==> src/common/mes_pkg.sv <==
// Package of bit positions, reset values and codes for the MAC event status block
package mes_pkg;
	localparam int unsigned DATA_W = 32;
	// Status bit positions
	localparam int unsigned BIT_RX_SUM = 0;
	localparam int unsigned BIT_ALIGN = 5;
	localparam int unsigned BIT_RUNT = 6;
	localparam int unsigned BIT_MISSED = 7;
	localparam int unsigned BIT_MAX_LEN = 8;
	localparam int unsigned BIT_EARLY = 9;
	localparam int unsigned BIT_DESC = 10;
	localparam int unsigned BIT_BUS_ERR = 11;
	localparam int unsigned BIT_PAUSE = 14;
	localparam int unsigned BIT_TX_SUM = 16;
	localparam int unsigned BIT_TX_UNDER = 17;
	// Summary source ranges
	localparam logic [31:0] RX_SRC_MASK = 32'h0000_7ffe;
	localparam logic [31:0] TX_SRC_MASK = 32'h01fe_0000;
	// Flags implemented by this block
	localparam logic [31:0] FLAG_MASK = 32'h0002_4fe0;
	localparam logic [31:0] STATUS_RST = 32'h0000_0000;
	localparam logic [31:0] ENABLE_RST = 32'h0000_0000;
	// Shortest legal frame in bytes
	localparam logic [15:0] MIN_FRAME_BYTES = 16'h0040;
	// Missed packet counter width
	localparam int unsigned MISS_W = 16;
	// Receive DMA states
	typedef enum logic [1:0] {
		MES_DMA_RUN = 2'b01,
		MES_DMA_HALT = 2'b10
	} mes_dma_t;
endpackage

==> src/common/mes_if.sv <==
// Interface joining the MAC event block and its software-side end
interface mes_if;
	logic [31:0] wr_data;
	logic wr_en;
	logic [31:0] status;
	logic [31:0] enable_wr;
	logic enable_we;
	logic [31:0] enable;
	logic start_demand;
	logic tx_irq;
	logic rx_irq;
	modport dev (
		input wr_data, wr_en, enable_wr, enable_we, start_demand,
		output status, enable, tx_irq, rx_irq
	);
	modport host (
		output wr_data, wr_en, enable_wr, enable_we, start_demand,
		input status, enable, tx_irq, rx_irq
	);
endinterface

==> src/core/mes_device.sv <==
// Event status latch and interrupt summary of the MAC
// What this block does; RULE_02 and RULE_09 are duties of software
// [RULE_01] Set bit 17 on underflow; retransmit packet
// [RULE_02] Software raises threshold on frequent underflow
// [RULE_03] Flags stay set until written one
// [RULE_04] Bit 16 ORs enabled flags 17-24
// [RULE_05] Transmit interrupt needs summary and enable
// [RULE_06] Enabled underflow flag raises transmit summary
// [RULE_07] Bit 14 on pause frame, full duplex
// [RULE_08] Bit 11 on receive DMA bus error
// [RULE_09] Software resets MAC on bus error
// [RULE_10] Bit 10 and halt without descriptor
// [RULE_11] Start demand releases halted receive DMA
// [RULE_12] Bit 9 once length/type field arrives
// [RULE_13] Drop oversize frame, set bit 8
// [RULE_14] Bit 7 on missed counter rollover
// [RULE_15] Drop frame under 64 bytes, bit 6
// [RULE_16] Accept-runt keeps short frames, no flag
// [RULE_17] Bit 5 on non-byte frame length
// [RULE_18] Enabled receive flags raise receive summary
// [RULE_19] Bit 0 ORs enabled flags 1-14
// [RULE_20] Zero write keeps bit; set beats clear
module mes_device (
	input wire logic clk_sys,
	input wire logic rst_n,
	mes_if.dev bus,
	input wire logic tx_underflow,
	input wire logic pause_frame_rx,
	input wire logic full_duplex,
	input wire logic rx_dma_bus_error,
	input wire logic rx_desc_empty,
	input wire logic rx_len_type_seen,
	input wire logic missed_packet,
	input wire logic frame_end,
	input wire logic [15:0] frame_len,
	input wire logic frame_odd_bits,
	input wire logic [15:0] rx_max_frame_len,
	input wire logic accept_runt_enable,
	output logic tx_retransmit,
	output logic rx_frame_drop,
	output logic rx_dma_halted,
	output logic [mes_pkg::MISS_W-1:0] missed_packet_counter
);
	logic [31:0] flags_q, flags_d; // Sticky event flags
	logic [31:0] enable_q, enable_d; // Per-bit enables, bits 0 and 16 gate the outputs
	logic [31:0] set_vec; // Events this cycle
	logic [31:0] view; // Status as software sees it
	logic tx_sum, rx_sum;
	logic retx_q, retx_d;
	mes_pkg::mes_dma_t dma_q, dma_d;
	logic [mes_pkg::MISS_W-1:0] miss_q, miss_d;
	logic miss_wrap;
	logic runt_ev, long_ev, align_ev, drop_ev;

	// Length, runt and alignment checks live in their own small unit
	mes_frame_check u_check (
		.clk_sys(clk_sys),
		.rst_n(rst_n),
		.frame_end(frame_end),
		.frame_len(frame_len),
		.frame_odd_bits(frame_odd_bits),
		.max_len(rx_max_frame_len),
		.accept_runt_enable(accept_runt_enable),
		.runt_ev(runt_ev),
		.max_len_ev(long_ev),
		.align_ev(align_ev),
		.frame_drop(drop_ev)
	);

	// OR of enabled flags over a source range
	function automatic logic summary(input logic [31:0] f, input logic [31:0] e,
		input logic [31:0] m);
		summary = |(f & e & m);
	endfunction

	// Missed packet counter; the wrap is the carry out of its top bit
	always_comb begin
		miss_d = miss_q;
		miss_wrap = 1'b0;
		if (missed_packet) begin
			miss_d = miss_q + 1'b1;
			miss_wrap = &miss_q; // [RULE_14]
		end
	end

	// Collect this cycle's events into status bit positions
	always_comb begin
		set_vec = 32'h0000_0000;
		set_vec[mes_pkg::BIT_TX_UNDER] = tx_underflow; // [RULE_01]
		set_vec[mes_pkg::BIT_PAUSE] = pause_frame_rx && full_duplex; // [RULE_07]
		set_vec[mes_pkg::BIT_BUS_ERR] = rx_dma_bus_error; // [RULE_08]
		set_vec[mes_pkg::BIT_DESC] = rx_desc_empty && (dma_q == mes_pkg::MES_DMA_RUN); // [RULE_10]
		set_vec[mes_pkg::BIT_EARLY] = rx_len_type_seen; // [RULE_12]
		set_vec[mes_pkg::BIT_MAX_LEN] = long_ev; // [RULE_13]
		set_vec[mes_pkg::BIT_MISSED] = miss_wrap; // [RULE_14]
		set_vec[mes_pkg::BIT_RUNT] = runt_ev; // [RULE_15]
		set_vec[mes_pkg::BIT_ALIGN] = align_ev; // [RULE_17]
	end

	// Write-one-to-clear; a fresh event in the same cycle wins
	always_comb begin
		flags_d = flags_q;
		if (bus.wr_en) begin
			flags_d = flags_q & ~bus.wr_data; // [RULE_03] [RULE_20]
		end
		flags_d = (flags_d | set_vec) & mes_pkg::FLAG_MASK; // [RULE_20]
		enable_d = bus.enable_we ? bus.enable_wr : enable_q;
	end

	// Receive DMA halts on a missing descriptor until start demand
	always_comb begin
		dma_d = dma_q;
		unique case (dma_q)
			mes_pkg::MES_DMA_RUN: begin
				if (rx_desc_empty) begin
					dma_d = mes_pkg::MES_DMA_HALT; // [RULE_10]
				end
			end
			mes_pkg::MES_DMA_HALT: begin
				if (bus.start_demand) begin
					dma_d = mes_pkg::MES_DMA_RUN; // [RULE_11]
				end
			end
			default: begin
				dma_d = mes_pkg::MES_DMA_HALT;
			end
		endcase
	end

	// Retransmit request follows an underflow without software help
	always_comb begin
		retx_d = tx_underflow; // [RULE_01]
	end

	// State registers
	always_ff @(posedge clk_sys) begin
		if (!rst_n) begin
			flags_q <= mes_pkg::STATUS_RST;
			enable_q <= mes_pkg::ENABLE_RST;
			dma_q <= mes_pkg::MES_DMA_RUN;
			miss_q <= '0;
			retx_q <= 1'b0;
		end else begin
			flags_q <= flags_d;
			enable_q <= enable_d;
			dma_q <= dma_d;
			miss_q <= miss_d;
			retx_q <= retx_d;
		end
	end

	// Summaries are pure logic on the stored flags, so clearing flags clears them
	always_comb begin
		tx_sum = summary(flags_q, enable_q, mes_pkg::TX_SRC_MASK); // [RULE_04] [RULE_06]
		rx_sum = summary(flags_q, enable_q, mes_pkg::RX_SRC_MASK); // [RULE_18] [RULE_19]
		view = flags_q;
		view[mes_pkg::BIT_TX_SUM] = tx_sum; // [RULE_04]
		view[mes_pkg::BIT_RX_SUM] = rx_sum; // [RULE_19]
	end

	assign bus.status = view;
	assign bus.enable = enable_q;
	assign bus.tx_irq = tx_sum && enable_q[mes_pkg::BIT_TX_SUM]; // [RULE_05]
	assign bus.rx_irq = rx_sum && enable_q[mes_pkg::BIT_RX_SUM];
	assign tx_retransmit = retx_q;
	assign rx_frame_drop = drop_ev;
	assign rx_dma_halted = (dma_q == mes_pkg::MES_DMA_HALT);
	assign missed_packet_counter = miss_q;
endmodule

==> src/core/mes_frame_check.sv <==
// Received frame classifier for length, runt and alignment checks
module mes_frame_check (
	input wire logic clk_sys,
	input wire logic rst_n,
	input wire logic frame_end,
	input wire logic [15:0] frame_len,
	input wire logic frame_odd_bits,
	input wire logic [15:0] max_len,
	input wire logic accept_runt_enable,
	output logic runt_ev,
	output logic max_len_ev,
	output logic align_ev,
	output logic frame_drop
);
	logic runt_d, runt_q, long_d, long_q, align_d, align_q, drop_d, drop_q;

	// Classify at the frame end strobe
	always_comb begin
		long_d = frame_end && (frame_len > max_len); // [RULE_13]
		runt_d = frame_end && (frame_len < mes_pkg::MIN_FRAME_BYTES) && !accept_runt_enable; // [RULE_15] [RULE_16]
		align_d = frame_end && frame_odd_bits; // [RULE_17]
		drop_d = long_d || runt_d; // [RULE_13] [RULE_15]
	end

	// Register the one-cycle event pulses
	always_ff @(posedge clk_sys) begin
		if (!rst_n) begin
			runt_q <= 1'b0;
			long_q <= 1'b0;
			align_q <= 1'b0;
			drop_q <= 1'b0;
		end else begin
			runt_q <= runt_d;
			long_q <= long_d;
			align_q <= align_d;
			drop_q <= drop_d;
		end
	end

	assign runt_ev = runt_q;
	assign max_len_ev = long_q;
	assign align_ev = align_q;
	assign frame_drop = drop_q;
endmodule

==> src/flat_wrapper.sv <==
// flat-port wrapper written by rule: the top's interface ports become plain ports
module mes_device_flat 
  (clk_sys, rst_n, tx_underflow, pause_frame_rx, full_duplex, rx_dma_bus_error, rx_desc_empty, rx_len_type_seen, missed_packet, frame_end, frame_len, frame_odd_bits, rx_max_frame_len, accept_runt_enable, tx_retransmit, rx_frame_drop, rx_dma_halted, missed_packet_counter, bus_wr_data, bus_wr_en, bus_enable_wr, bus_enable_we, bus_start_demand, bus_status, bus_enable, bus_tx_irq, bus_rx_irq);
  mes_if bus_i ();
  input wire logic clk_sys;
  input wire logic rst_n;
  input wire logic tx_underflow;
  input wire logic pause_frame_rx;
  input wire logic full_duplex;
  input wire logic rx_dma_bus_error;
  input wire logic rx_desc_empty;
  input wire logic rx_len_type_seen;
  input wire logic missed_packet;
  input wire logic frame_end;
  input wire logic [15:0] frame_len;
  input wire logic frame_odd_bits;
  input wire logic [15:0] rx_max_frame_len;
  input wire logic accept_runt_enable;
  output logic tx_retransmit;
  output logic rx_frame_drop;
  output logic rx_dma_halted;
  output logic [mes_pkg::MISS_W-1:0] missed_packet_counter;
  input wire logic [$bits(bus_i.wr_data)-1:0] bus_wr_data;
  input wire logic [$bits(bus_i.wr_en)-1:0] bus_wr_en;
  input wire logic [$bits(bus_i.enable_wr)-1:0] bus_enable_wr;
  input wire logic [$bits(bus_i.enable_we)-1:0] bus_enable_we;
  input wire logic [$bits(bus_i.start_demand)-1:0] bus_start_demand;
  output wire logic [$bits(bus_i.status)-1:0] bus_status;
  output wire logic [$bits(bus_i.enable)-1:0] bus_enable;
  output wire logic [$bits(bus_i.tx_irq)-1:0] bus_tx_irq;
  output wire logic [$bits(bus_i.rx_irq)-1:0] bus_rx_irq;
  assign bus_i.wr_data = bus_wr_data;
  assign bus_i.wr_en = bus_wr_en;
  assign bus_i.enable_wr = bus_enable_wr;
  assign bus_i.enable_we = bus_enable_we;
  assign bus_i.start_demand = bus_start_demand;
  assign bus_status = bus_i.status;
  assign bus_enable = bus_i.enable;
  assign bus_tx_irq = bus_i.tx_irq;
  assign bus_rx_irq = bus_i.rx_irq;
  mes_device u_core (.clk_sys(clk_sys), .rst_n(rst_n), .bus(bus_i), .tx_underflow(tx_underflow), .pause_frame_rx(pause_frame_rx), .full_duplex(full_duplex), .rx_dma_bus_error(rx_dma_bus_error), .rx_desc_empty(rx_desc_empty), .rx_len_type_seen(rx_len_type_seen), .missed_packet(missed_packet), .frame_end(frame_end), .frame_len(frame_len), .frame_odd_bits(frame_odd_bits), .rx_max_frame_len(rx_max_frame_len), .accept_runt_enable(accept_runt_enable), .tx_retransmit(tx_retransmit), .rx_frame_drop(rx_frame_drop), .rx_dma_halted(rx_dma_halted), .missed_packet_counter(missed_packet_counter));
endmodule
==> config.mk <==
export PLATFORM = sky130hd
export DESIGN_NAME = mes_device_flat
export DESIGN_NICKNAME = d
export VERILOG_FILES = /design/src/common/mes_pkg.sv /design/src/common/mes_if.sv /design/src/core/mes_device.sv /design/src/core/mes_frame_check.sv /design/src/flat_wrapper.sv
export SDC_FILE = /design/constraint.sdc
export NUM_CORES = 1
export LEC_CHECK = 0
export ABC_AREA = 1
export BUFFER_PORTS_ARGS = -buffer_cell sky130_fd_sc_hd__buf_2
export CORE_UTILIZATION = 45
export CTS_BUF_LIST = sky130_fd_sc_hd__clkbuf_8
export CTS_CLUSTER_SIZE = 8
export DETAILED_ROUTE_END_ITERATION = 12
export HOLD_SLACK_MARGIN = 0.08
export PLACE_DENSITY = 0.84
export SLEW_MARGIN = 30
export SYNTH_ARGS = -nofsm -noshare
export SYNTH_HDL_FRONTEND = slang
export SYNTH_SLANG_ARGS = --single-unit
==> constraint.sdc <==
create_clock -name clk_sys -period 2 [get_ports clk_sys]
set_input_delay 0 -clock clk_sys [delete_from_list [all_inputs] [get_ports clk_sys]]
set_output_delay 0 -clock clk_sys [all_outputs]
set_load 0.01 [all_outputs]
==> results of run 1 <==
-- sequential cells by signal, indices dropped and copies added (netlist names), 2 cells and up --
register and cells:
u_core.bus.enable 32, u_core.missed_packet_counter 16, u_core.flags_q 9, u_core.dma_q 2
-- synth_stat cells, types with 8 or more instances --
cell type / number
dfxtp_1: 64
ha_1: 17
nor2_1: 96
buf_4: 23
nand3_1: 8
inv_1: 40
clkbuf_1: 8
nand2_1: 65
o21ai_0: 36
a21oi_1: 22
-- worst min-delay path, stage by stage --
cell and delay, ps:
buf_2 180, nand2_1 80, a21oi_1 50, nor2_1 70
-- kinds of logic after synthesis --
kind of cell,after synthesis
flip-flops,64
adder cells (fa/ha/maj),17
other,1
buffers and inverters,77
AO/OA/AOI/OAI,68
AND/OR/NAND/NOR,196
XOR/XNOR,1
-- through the flow --
stage	cells	area, um2
6_report	716	4660
5_1_grt	716	4660
4_1_cts	715	4640
3_5_place_dp	639	3840
3_3_place_gp	639	3840
2_1_floorplan	444	3190
-- how the worst max path moves through the flow --
stage	slack, ps	start	end	cells past startpoint
after detailed placement	630	bus_enable_we	u_core.bus.enable[28]$_SDFFE_PN0P_	5
after CTS	90	frame_len[12]	u_core.u_check.frame_drop$_SDFF_PN0_	7
after floorplan	680	u_core.missed_packet_counter[0]$_SDFFE_PN0P_	u_core.missed_packet_counter[14]$_SDFFE_PN0P_	8
final	100	accept_runt_enable	u_core.u_check.frame_drop$_SDFF_PN0_	7
after global routing	3	accept_runt_enable	u_core.u_check.frame_drop$_SDFF_PN0_	7
after global placement	640	bus_enable_we	u_core.bus.enable[14]$_SDFFE_PN0P_	5
-- final cells by class --
type / count / share of cell area [%]
multi-input combinational: 303 / 33.0
timing repair buffer: 215 / 29.9
clock inverter: 5 / 1.02
tap: 77 / 2.07
inverter: 41 / 3.30
clock buffer: 11 / 3.25
sequential: 64 / 27.5
-- power groups by stage --
stage | clock [W] | sequential, W | combinational (W)
floorplan | 0 | 0.00143 | 0.000235
global placement | 0 | 0.00140 | 0.000416
detailed placement | 0 | 0.00140 | 0.000427
CTS | 0.00112 | 0.00138 | 0.000518
global route | 0.00118 | 0.00138 | 0.000593
finish | 0.00110 | 0.00138 | 0.000533
-- layer usage --
metal / vias to the layer above / track usage [%]
met3: 24 / 3.50
met5: - / 0
met4: 0 / 13.1
met1: 1524 / 27.1
li1: 1730 / -
met2: 158 / 47.9
-- cell usage in the layout (no fill, tap or decap), types with 2 or more instances in the layout --
cell | synthesis | routed
nand4_1 | 4 | 4
nor3_1 | 4 | 4
inv_1 | 40 | 42
clkbuf_8 | 0 | 11
nor2_1 | 96 | 96
a21oi_1 | 22 | 22
ha_1 | 17 | 17
dlygate4sd3_1 | 0 | 61
o21a_1 | 3 | 3
nand4_2 | 2 | 2
nor4_1 | 2 | 2
clkinv_2 | 0 | 2
nand2_2 | 4 | 4
nor2_2 | 2 | 2
a21oi_2 | 2 | 2
o21ai_0 | 36 | 36
nor2_4 | 2 | 2
nand3_1 | 8 | 8
dfxtp_1 | 64 | 64
buf_2 | 1 | 150
a22o_1 | 2 | 2
nand2_1 | 65 | 65
conb_1 | 1 | 21
buf_4 | 23 | 3
-- repair_timing --
| action | in CTS | in global routing |
|---|---|---|
| endpoints found under the hold margin | 51 | 1 |
| hold buffers | 60 | 2 |
| endpoints found under the setup margin | 0 | 2 |
| gates resized for setup | 0 | 1 |
==> impl_metrics.env, run 1 <==
export IMPL_status="finished, final reports clean"
export IMPL_worstPathCellList="dlygate4sd3_1, buf_2, nor3_1, dlygate4sd3_1, nand4_1, dlygate4sd3_1, nand2_1"
export IMPL_rsz0062_at_grt="no"
export IMPL_worst_path_max_fanout=2
export IMPL_p_sw_share_pct=25.8
export IMPL_slowest_stage="dlygate4sd3_1"
export IMPL_clock_sinks=64
export IMPL_port_buffer_count=151
export IMPL_hold_violations=0
export IMPL_r2r_setup_slack_ps=640
export IMPL_p_leak_nw=2.51
export IMPL_power_total_w=0.00301
export IMPL_path_common_cell="dlygate4sd3_1"
export IMPL_cts_root_buf="clkbuf_8"
export IMPL_switchingPower_w=0.000776
export IMPL_p_clk_share_pct=36.5
export IMPL_whs_path_depth=4
export IMPL_r2r_end="u_core.missed_packet_counter[14]$_SDFFE_PN0P_"
export IMPL_die_area_mm2=0.00727
export IMPL_wl_per_cell_um=12.6
export IMPL_synth_cell_types=35
export IMPL_grt_pass1_vias=3280
export IMPL_multi_input_area_mm2=0.00154
export IMPL_pin_count=196
export IMPL_r2r_start="u_core.missed_packet_counter[1]$_SDFFE_PN0P_"
export IMPL_end_kind="register"
export IMPL_pre_cts_slack_ps=630
export IMPL_fin_worst_skew_ps=7.56
export IMPL_drv_slew=0
export IMPL_synth_seq_cells=64
export IMPL_max_stage_delay_ps=610
export IMPL_vias=3436
export IMPL_insertion_delay_ps=320
export IMPL_gp_congestion=0.798
export IMPL_dr_first_iter_drc_count=129
export IMPL_synth_top_area_cell="dfxtp_1"
export IMPL_layout_drive_gt1_share_pct=29.0
export IMPL_nNetsFinal=762
export IMPL_synth_ff_type="dfxtp_1"
export IMPL_grt_remaining_overflow=0
export IMPL_postCtsSetupRepairBufs=0
export IMPL_fp_coreArea_mm2=0.00653
export IMPL_whs_endpoint="u_core.flags_q[6]$_SDFF_PN0_"
export IMPL_synth_edf_count=0
export IMPL_tightestPinTransition_ps=519
export IMPL_cts_buffers=9
export IMPL_start_kind="input port"
export IMPL_rows=29
export IMPL_clk_path_buf_depth=2
export IMPL_syn_area_mm2=0.00312
export IMPL_seqPwrFrac_pct=45.8
export IMPL_grt_pass1_wl_mm=14.5
export IMPL_final_core_util_pct=71.3
export IMPL_min_path_type="input port to register"
export IMPL_muxShareOfSynthArea_pct=0
export IMPL_antenna_found_initial=0
export IMPL_path_class="input port to register"
export IMPL_synth_top_family_by_area="simple AND/OR/NAND/NOR gates"
export IMPL_wl_met2_mm=4.69
export IMPL_hold_slack_ps=98.9
export IMPL_power_frac_comb_pct=17.7
export IMPL_hp_start="bus_wr_en"
export IMPL_vias_per_cell=4.80
export IMPL_reg2reg_depth=8
export IMPL_die_y_um=85.2
export IMPL_setup_tns_final_ps=0
export IMPL_num_antenna_cells=0
export IMPL_wl_mm=9.02
export IMPL_wl_met3_um=510
export IMPL_synth_area_leaders="dfxtp_1 41%, nor2_1 12%, nand2_1 7.8%"
export IMPL_synth_compound_area_share_pct=11.9
export IMPL_die_x_um=85.2
export IMPL_grt_usage_pct=25.3
export IMPL_synth_fa_ha_area_share_pct=6.82
export IMPL_critical_path_buf_inv_count=4
export IMPL_drt_pass1_iter_count=4
export IMPL_period_share_pct=95.0
export IMPL_wl_met1_mm=3.54
export IMPL_yosys_area_share_simple_pct=27.7
export IMPL_drc=0
export IMPL_cts_tree="built"
export IMPL_timing_final_ws_setup_ps=100
export IMPL_dr_max_layer_used="met4"
export IMPL_intPower_w=0.00223
export IMPL_grt_max_degree=33
export IMPL_synthToLayoutAreaGrowth_pct=49.4
export IMPL_cp_arrival_ps=2170
export IMPL_clk_pin_slew_ps=70
export IMPL_start_util_pct=47.7
export IMPL_ant_nets=0
export IMPL_nFillCells=496
export IMPL_syn_inst=424
export IMPL_yosysWarnings=0
export IMPL_synth_top_area_share_pct=41.1
export IMPL_htree_levels=3
export IMPL_postSynth_asyncResetShare_pct=0
export IMPL_max_slew_margin_pct=65.4
export IMPL_fmax_mhz=526
export IMPL_avgSynthCellArea_um2=7.35
export IMPL_power_density_mw_per_mm2=646
export IMPL_fin_crit_ps=1900
export IMPL_path_delay_family="buffers and inverters"
export IMPL_cap_violations=0
export IMPL_yosysSeqAreaShare_pct=41.1
export IMPL_hpwlAfterDp_mm=5.70
export IMPL_irDropWorstVdd_v=0.000402
export IMPL_cp_required_ps=2270
export IMPL_synthXorXnorAreaFrac_pct=0.281
export IMPL_seq_area_mm2=0.00128
export IMPL_setup_viol=0
Power figures use the tool's default switching activity.
==> inputs of run 2 (changes only) <==
--- a/config.mk
+++ b/config.mk
@@ -7,12 +7,14 @@
 export LEC_CHECK = 0
 export ABC_AREA = 1
 export BUFFER_PORTS_ARGS = -buffer_cell sky130_fd_sc_hd__buf_2
-export CORE_UTILIZATION = 45
+export CELL_PAD_IN_SITES_DETAIL_PLACEMENT = 1
+export CELL_PAD_IN_SITES_GLOBAL_PLACEMENT = 1
+export CORE_UTILIZATION = 32
 export CTS_BUF_LIST = sky130_fd_sc_hd__clkbuf_8
 export CTS_CLUSTER_SIZE = 8
 export DETAILED_ROUTE_END_ITERATION = 12
 export HOLD_SLACK_MARGIN = 0.08
-export PLACE_DENSITY = 0.84
+export PLACE_DENSITY_LB_ADDON = 0.1
 export SLEW_MARGIN = 30
 export SYNTH_ARGS = -nofsm -noshare
 export SYNTH_HDL_FRONTEND = slang
==> run 2 against run 1 <==
Compared with the run above:
- cell count is 7.4% higher
- sequential cell count stayed put
- clock power is 27% higher
- worst hold slack worse by 2.8 ps
- cell area is 2.6% higher
- maximum frequency is 14% higher
- sequential share of layout area is 0.68 points lower
- largest cell class unchanged
- largest power group is now the clock network
- highest routed layer unchanged
==> impl_metrics.env, run 2 (same netlist as run 1, synthesis figures left out) <==
export IMPL_status="finished, final reports clean"
export IMPL_start_kind="input port"
export IMPL_power_frac_comb_pct=16.4
export IMPL_die_area_mm2=0.0101
export IMPL_die_y_um=101
export IMPL_path_class="input port to register"
export IMPL_htree_levels=3
export IMPL_port_buffer_count=151
export IMPL_rsz0062_at_grt="no"
export IMPL_worst_path_max_fanout=1
export IMPL_drt_pass1_iter_count=4
export IMPL_insertion_delay_ps=330
export IMPL_antenna_found_initial=0
export IMPL_intPower_w=0.00247
export IMPL_grtUsageMet1_pct=22.1
export IMPL_fmax_mhz=598
export IMPL_final_core_util_pct=51.2
export IMPL_dr_first_iter_drc_count=60
export IMPL_grt_max_degree=33
export IMPL_cts_buffers=9
export IMPL_final_cell_mix="151 x buf_2, 96 x nor2_1, 65 x nand2_1"
export IMPL_r2r_end="u_core.missed_packet_counter[12]$_SDFFE_PN0P_"
export IMPL_start_util_pct=33.4
export IMPL_seqPwrFrac_pct=41.6
export IMPL_setup_tns_final_ps=0
export IMPL_fin_crit_ps=1670
export IMPL_cts_root_buf="clkbuf_8"
export IMPL_dpl_cell_count=691
export IMPL_dpl_cell_area_mm2=0.00391
export IMPL_nFillCells=1214
export IMPL_ant_nets=0
export IMPL_clock_sinks=64
export IMPL_instances_no_fill=769
export IMPL_p_leak_nw=2.52
export IMPL_worstSetupStartpoint="full_duplex"
export IMPL_design_area_mm2=0.00478
export IMPL_hold_violations=0
export IMPL_grt_busiest_layer="met2"
export IMPL_final_common_cell="buf_2"
export IMPL_irDropWorstVdd_v=0.000366
export IMPL_layout_drive_gt1_share_pct=29.3
export IMPL_gp_congestion=0.766
export IMPL_hpwlAfterDp_mm=7.15
export IMPL_wl_mm=10.4
export IMPL_r2r_start="u_core.missed_packet_counter[0]$_SDFFE_PN0P_"
export IMPL_synthToLayoutAreaGrowth_pct=53.2
export IMPL_setup_viol=0
export IMPL_switchingPower_w=0.000848
export IMPL_die_x_um=101
export IMPL_power_density_mw_per_mm2=695
export IMPL_use_met2_pct=39.7
export IMPL_min_path_type="input port to register"
export IMPL_grt_remaining_overflow=0
export IMPL_largest_reg_flops=32
export IMPL_drv_slew=0
export IMPL_crit_end="u_core.flags_q[14]$_SDFF_PN0_"
export IMPL_end_kind="register"
export IMPL_nNetsFinal=762
export IMPL_grt_pass1_wl_mm=16.5
export IMPL_p_clk_share_pct=42.0
export IMPL_pin_count=196
export IMPL_p_sw_share_pct=25.6
export IMPL_grt_usage_pct=20.8
export IMPL_reg2reg_depth=8
export IMPL_grtUsageMet3_pct=3.68
export IMPL_cts_tree="built"
export IMPL_clk_pin_slew_ps=70
export IMPL_grt_pass1_vias=3625
export IMPL_cp_required_ps=2210
export IMPL_clk_path_buf_depth=2
export IMPL_wl_per_cell_um=13.6
export IMPL_vias=3480
export IMPL_cp_arrival_ps=1890
export IMPL_max_slew_margin_pct=66.1
export IMPL_cap_violations=0
export IMPL_ctsResizeCount=0
export IMPL_r2r_setup_slack_ps=610
export IMPL_whs_path_depth=4
export IMPL_fin_worst_skew_ps=5.70
export IMPL_vias_per_cell=4.53
export IMPL_fp_coreArea_mm2=0.00933
export IMPL_tightestPinTransition_ps=509
export IMPL_drc=0
export IMPL_rows=35
export IMPL_period_share_pct=83.6
## run 2: cell types whose count changed in the layout (fill, tap and decap cells not counted), sizes merged
cell / delta
diode: +1
inv: -1
buf: +1
bufinv: +2
clkinv: -1
clkinvlp: +1
clkbuf: -2
## run 2: cell type report
type	count	area [um2]	share of cell area (%)
diodes	1	2.50	0.0524
clock buffers	10	138	2.88
clock inverters	6	115	2.41
inverters	41	154	3.22
multi-input cells	303	1540	32.1
flip-flops and latches	64	1280	26.8
well taps	129	161	3.38
repair buffers	215	1390	29.1
## run 2: per-stage QoR
step | setup slack, ps | hold WS, ps | total power [W]
after floorplan | 675 | 112 | 0.00167
after global placement | 609 | 205 | 0.00183
after detailed placement | 602 | 209 | 0.00185
after CTS | 63.7 | 81.5 | 0.00335
after global routing | 266 | 115 | 0.00350
final | 327 | 96.1 | 0.00332
## run 2: how the worst min path moves through the flow
stage	start	to	slack [ps]
2_1_floorplan	tx_underflow	u_core.tx_retransmit$_SDFF_PN0_	110
3_3_place_gp	rx_len_type_seen	u_core.flags_q[9]$_SDFF_PN0_	210
3_5_place_dp	tx_underflow	u_core.tx_retransmit$_SDFF_PN0_	210
4_1_cts	bus_wr_en	u_core.flags_q[5]$_SDFF_PN0_	80
5_1_grt	bus_wr_en	u_core.flags_q[5]$_SDFF_PN0_	120
6_report	bus_wr_en	u_core.flags_q[5]$_SDFF_PN0_	100
## run 2: worst max-delay path, stage by stage
cell,delay [ps]
dlygate4sd3_1,530
buf_2,120
nand2_1,60
dlygate4sd3_1,560
a21oi_1,60
dlygate4sd3_1,550
## run 2: power groups by stage
stage	logic, W	clock network, W	registers [W]
2_1_floorplan	0.000235	0	0.00143
3_3_place_gp	0.000428	0	0.00140
3_5_place_dp	0.000444	0	0.00141
4_1_cts	0.000540	0.00143	0.00138
5_1_grt	0.000608	0.00150	0.00139
6_report	0.000545	0.00140	0.00138
## run 2: metal layers
layer | wire length (um) | vias up | share of wire, %
met3 | 448 | 20 | 4.3
met2 | 5650 | 115 | 54
met4 | 241 | 0 | 2.3
met1 | 4080 | 1619 | 39
li1 | - | 1726 | -
met5 | 0 | - | 0
## run 2: timing repair
action	4_1_cts	5_1_grt
buffers inserted	0	0
hold buffers	62	1
endpoints found under the hold margin	51	1
endpoints found under the setup margin	0	2
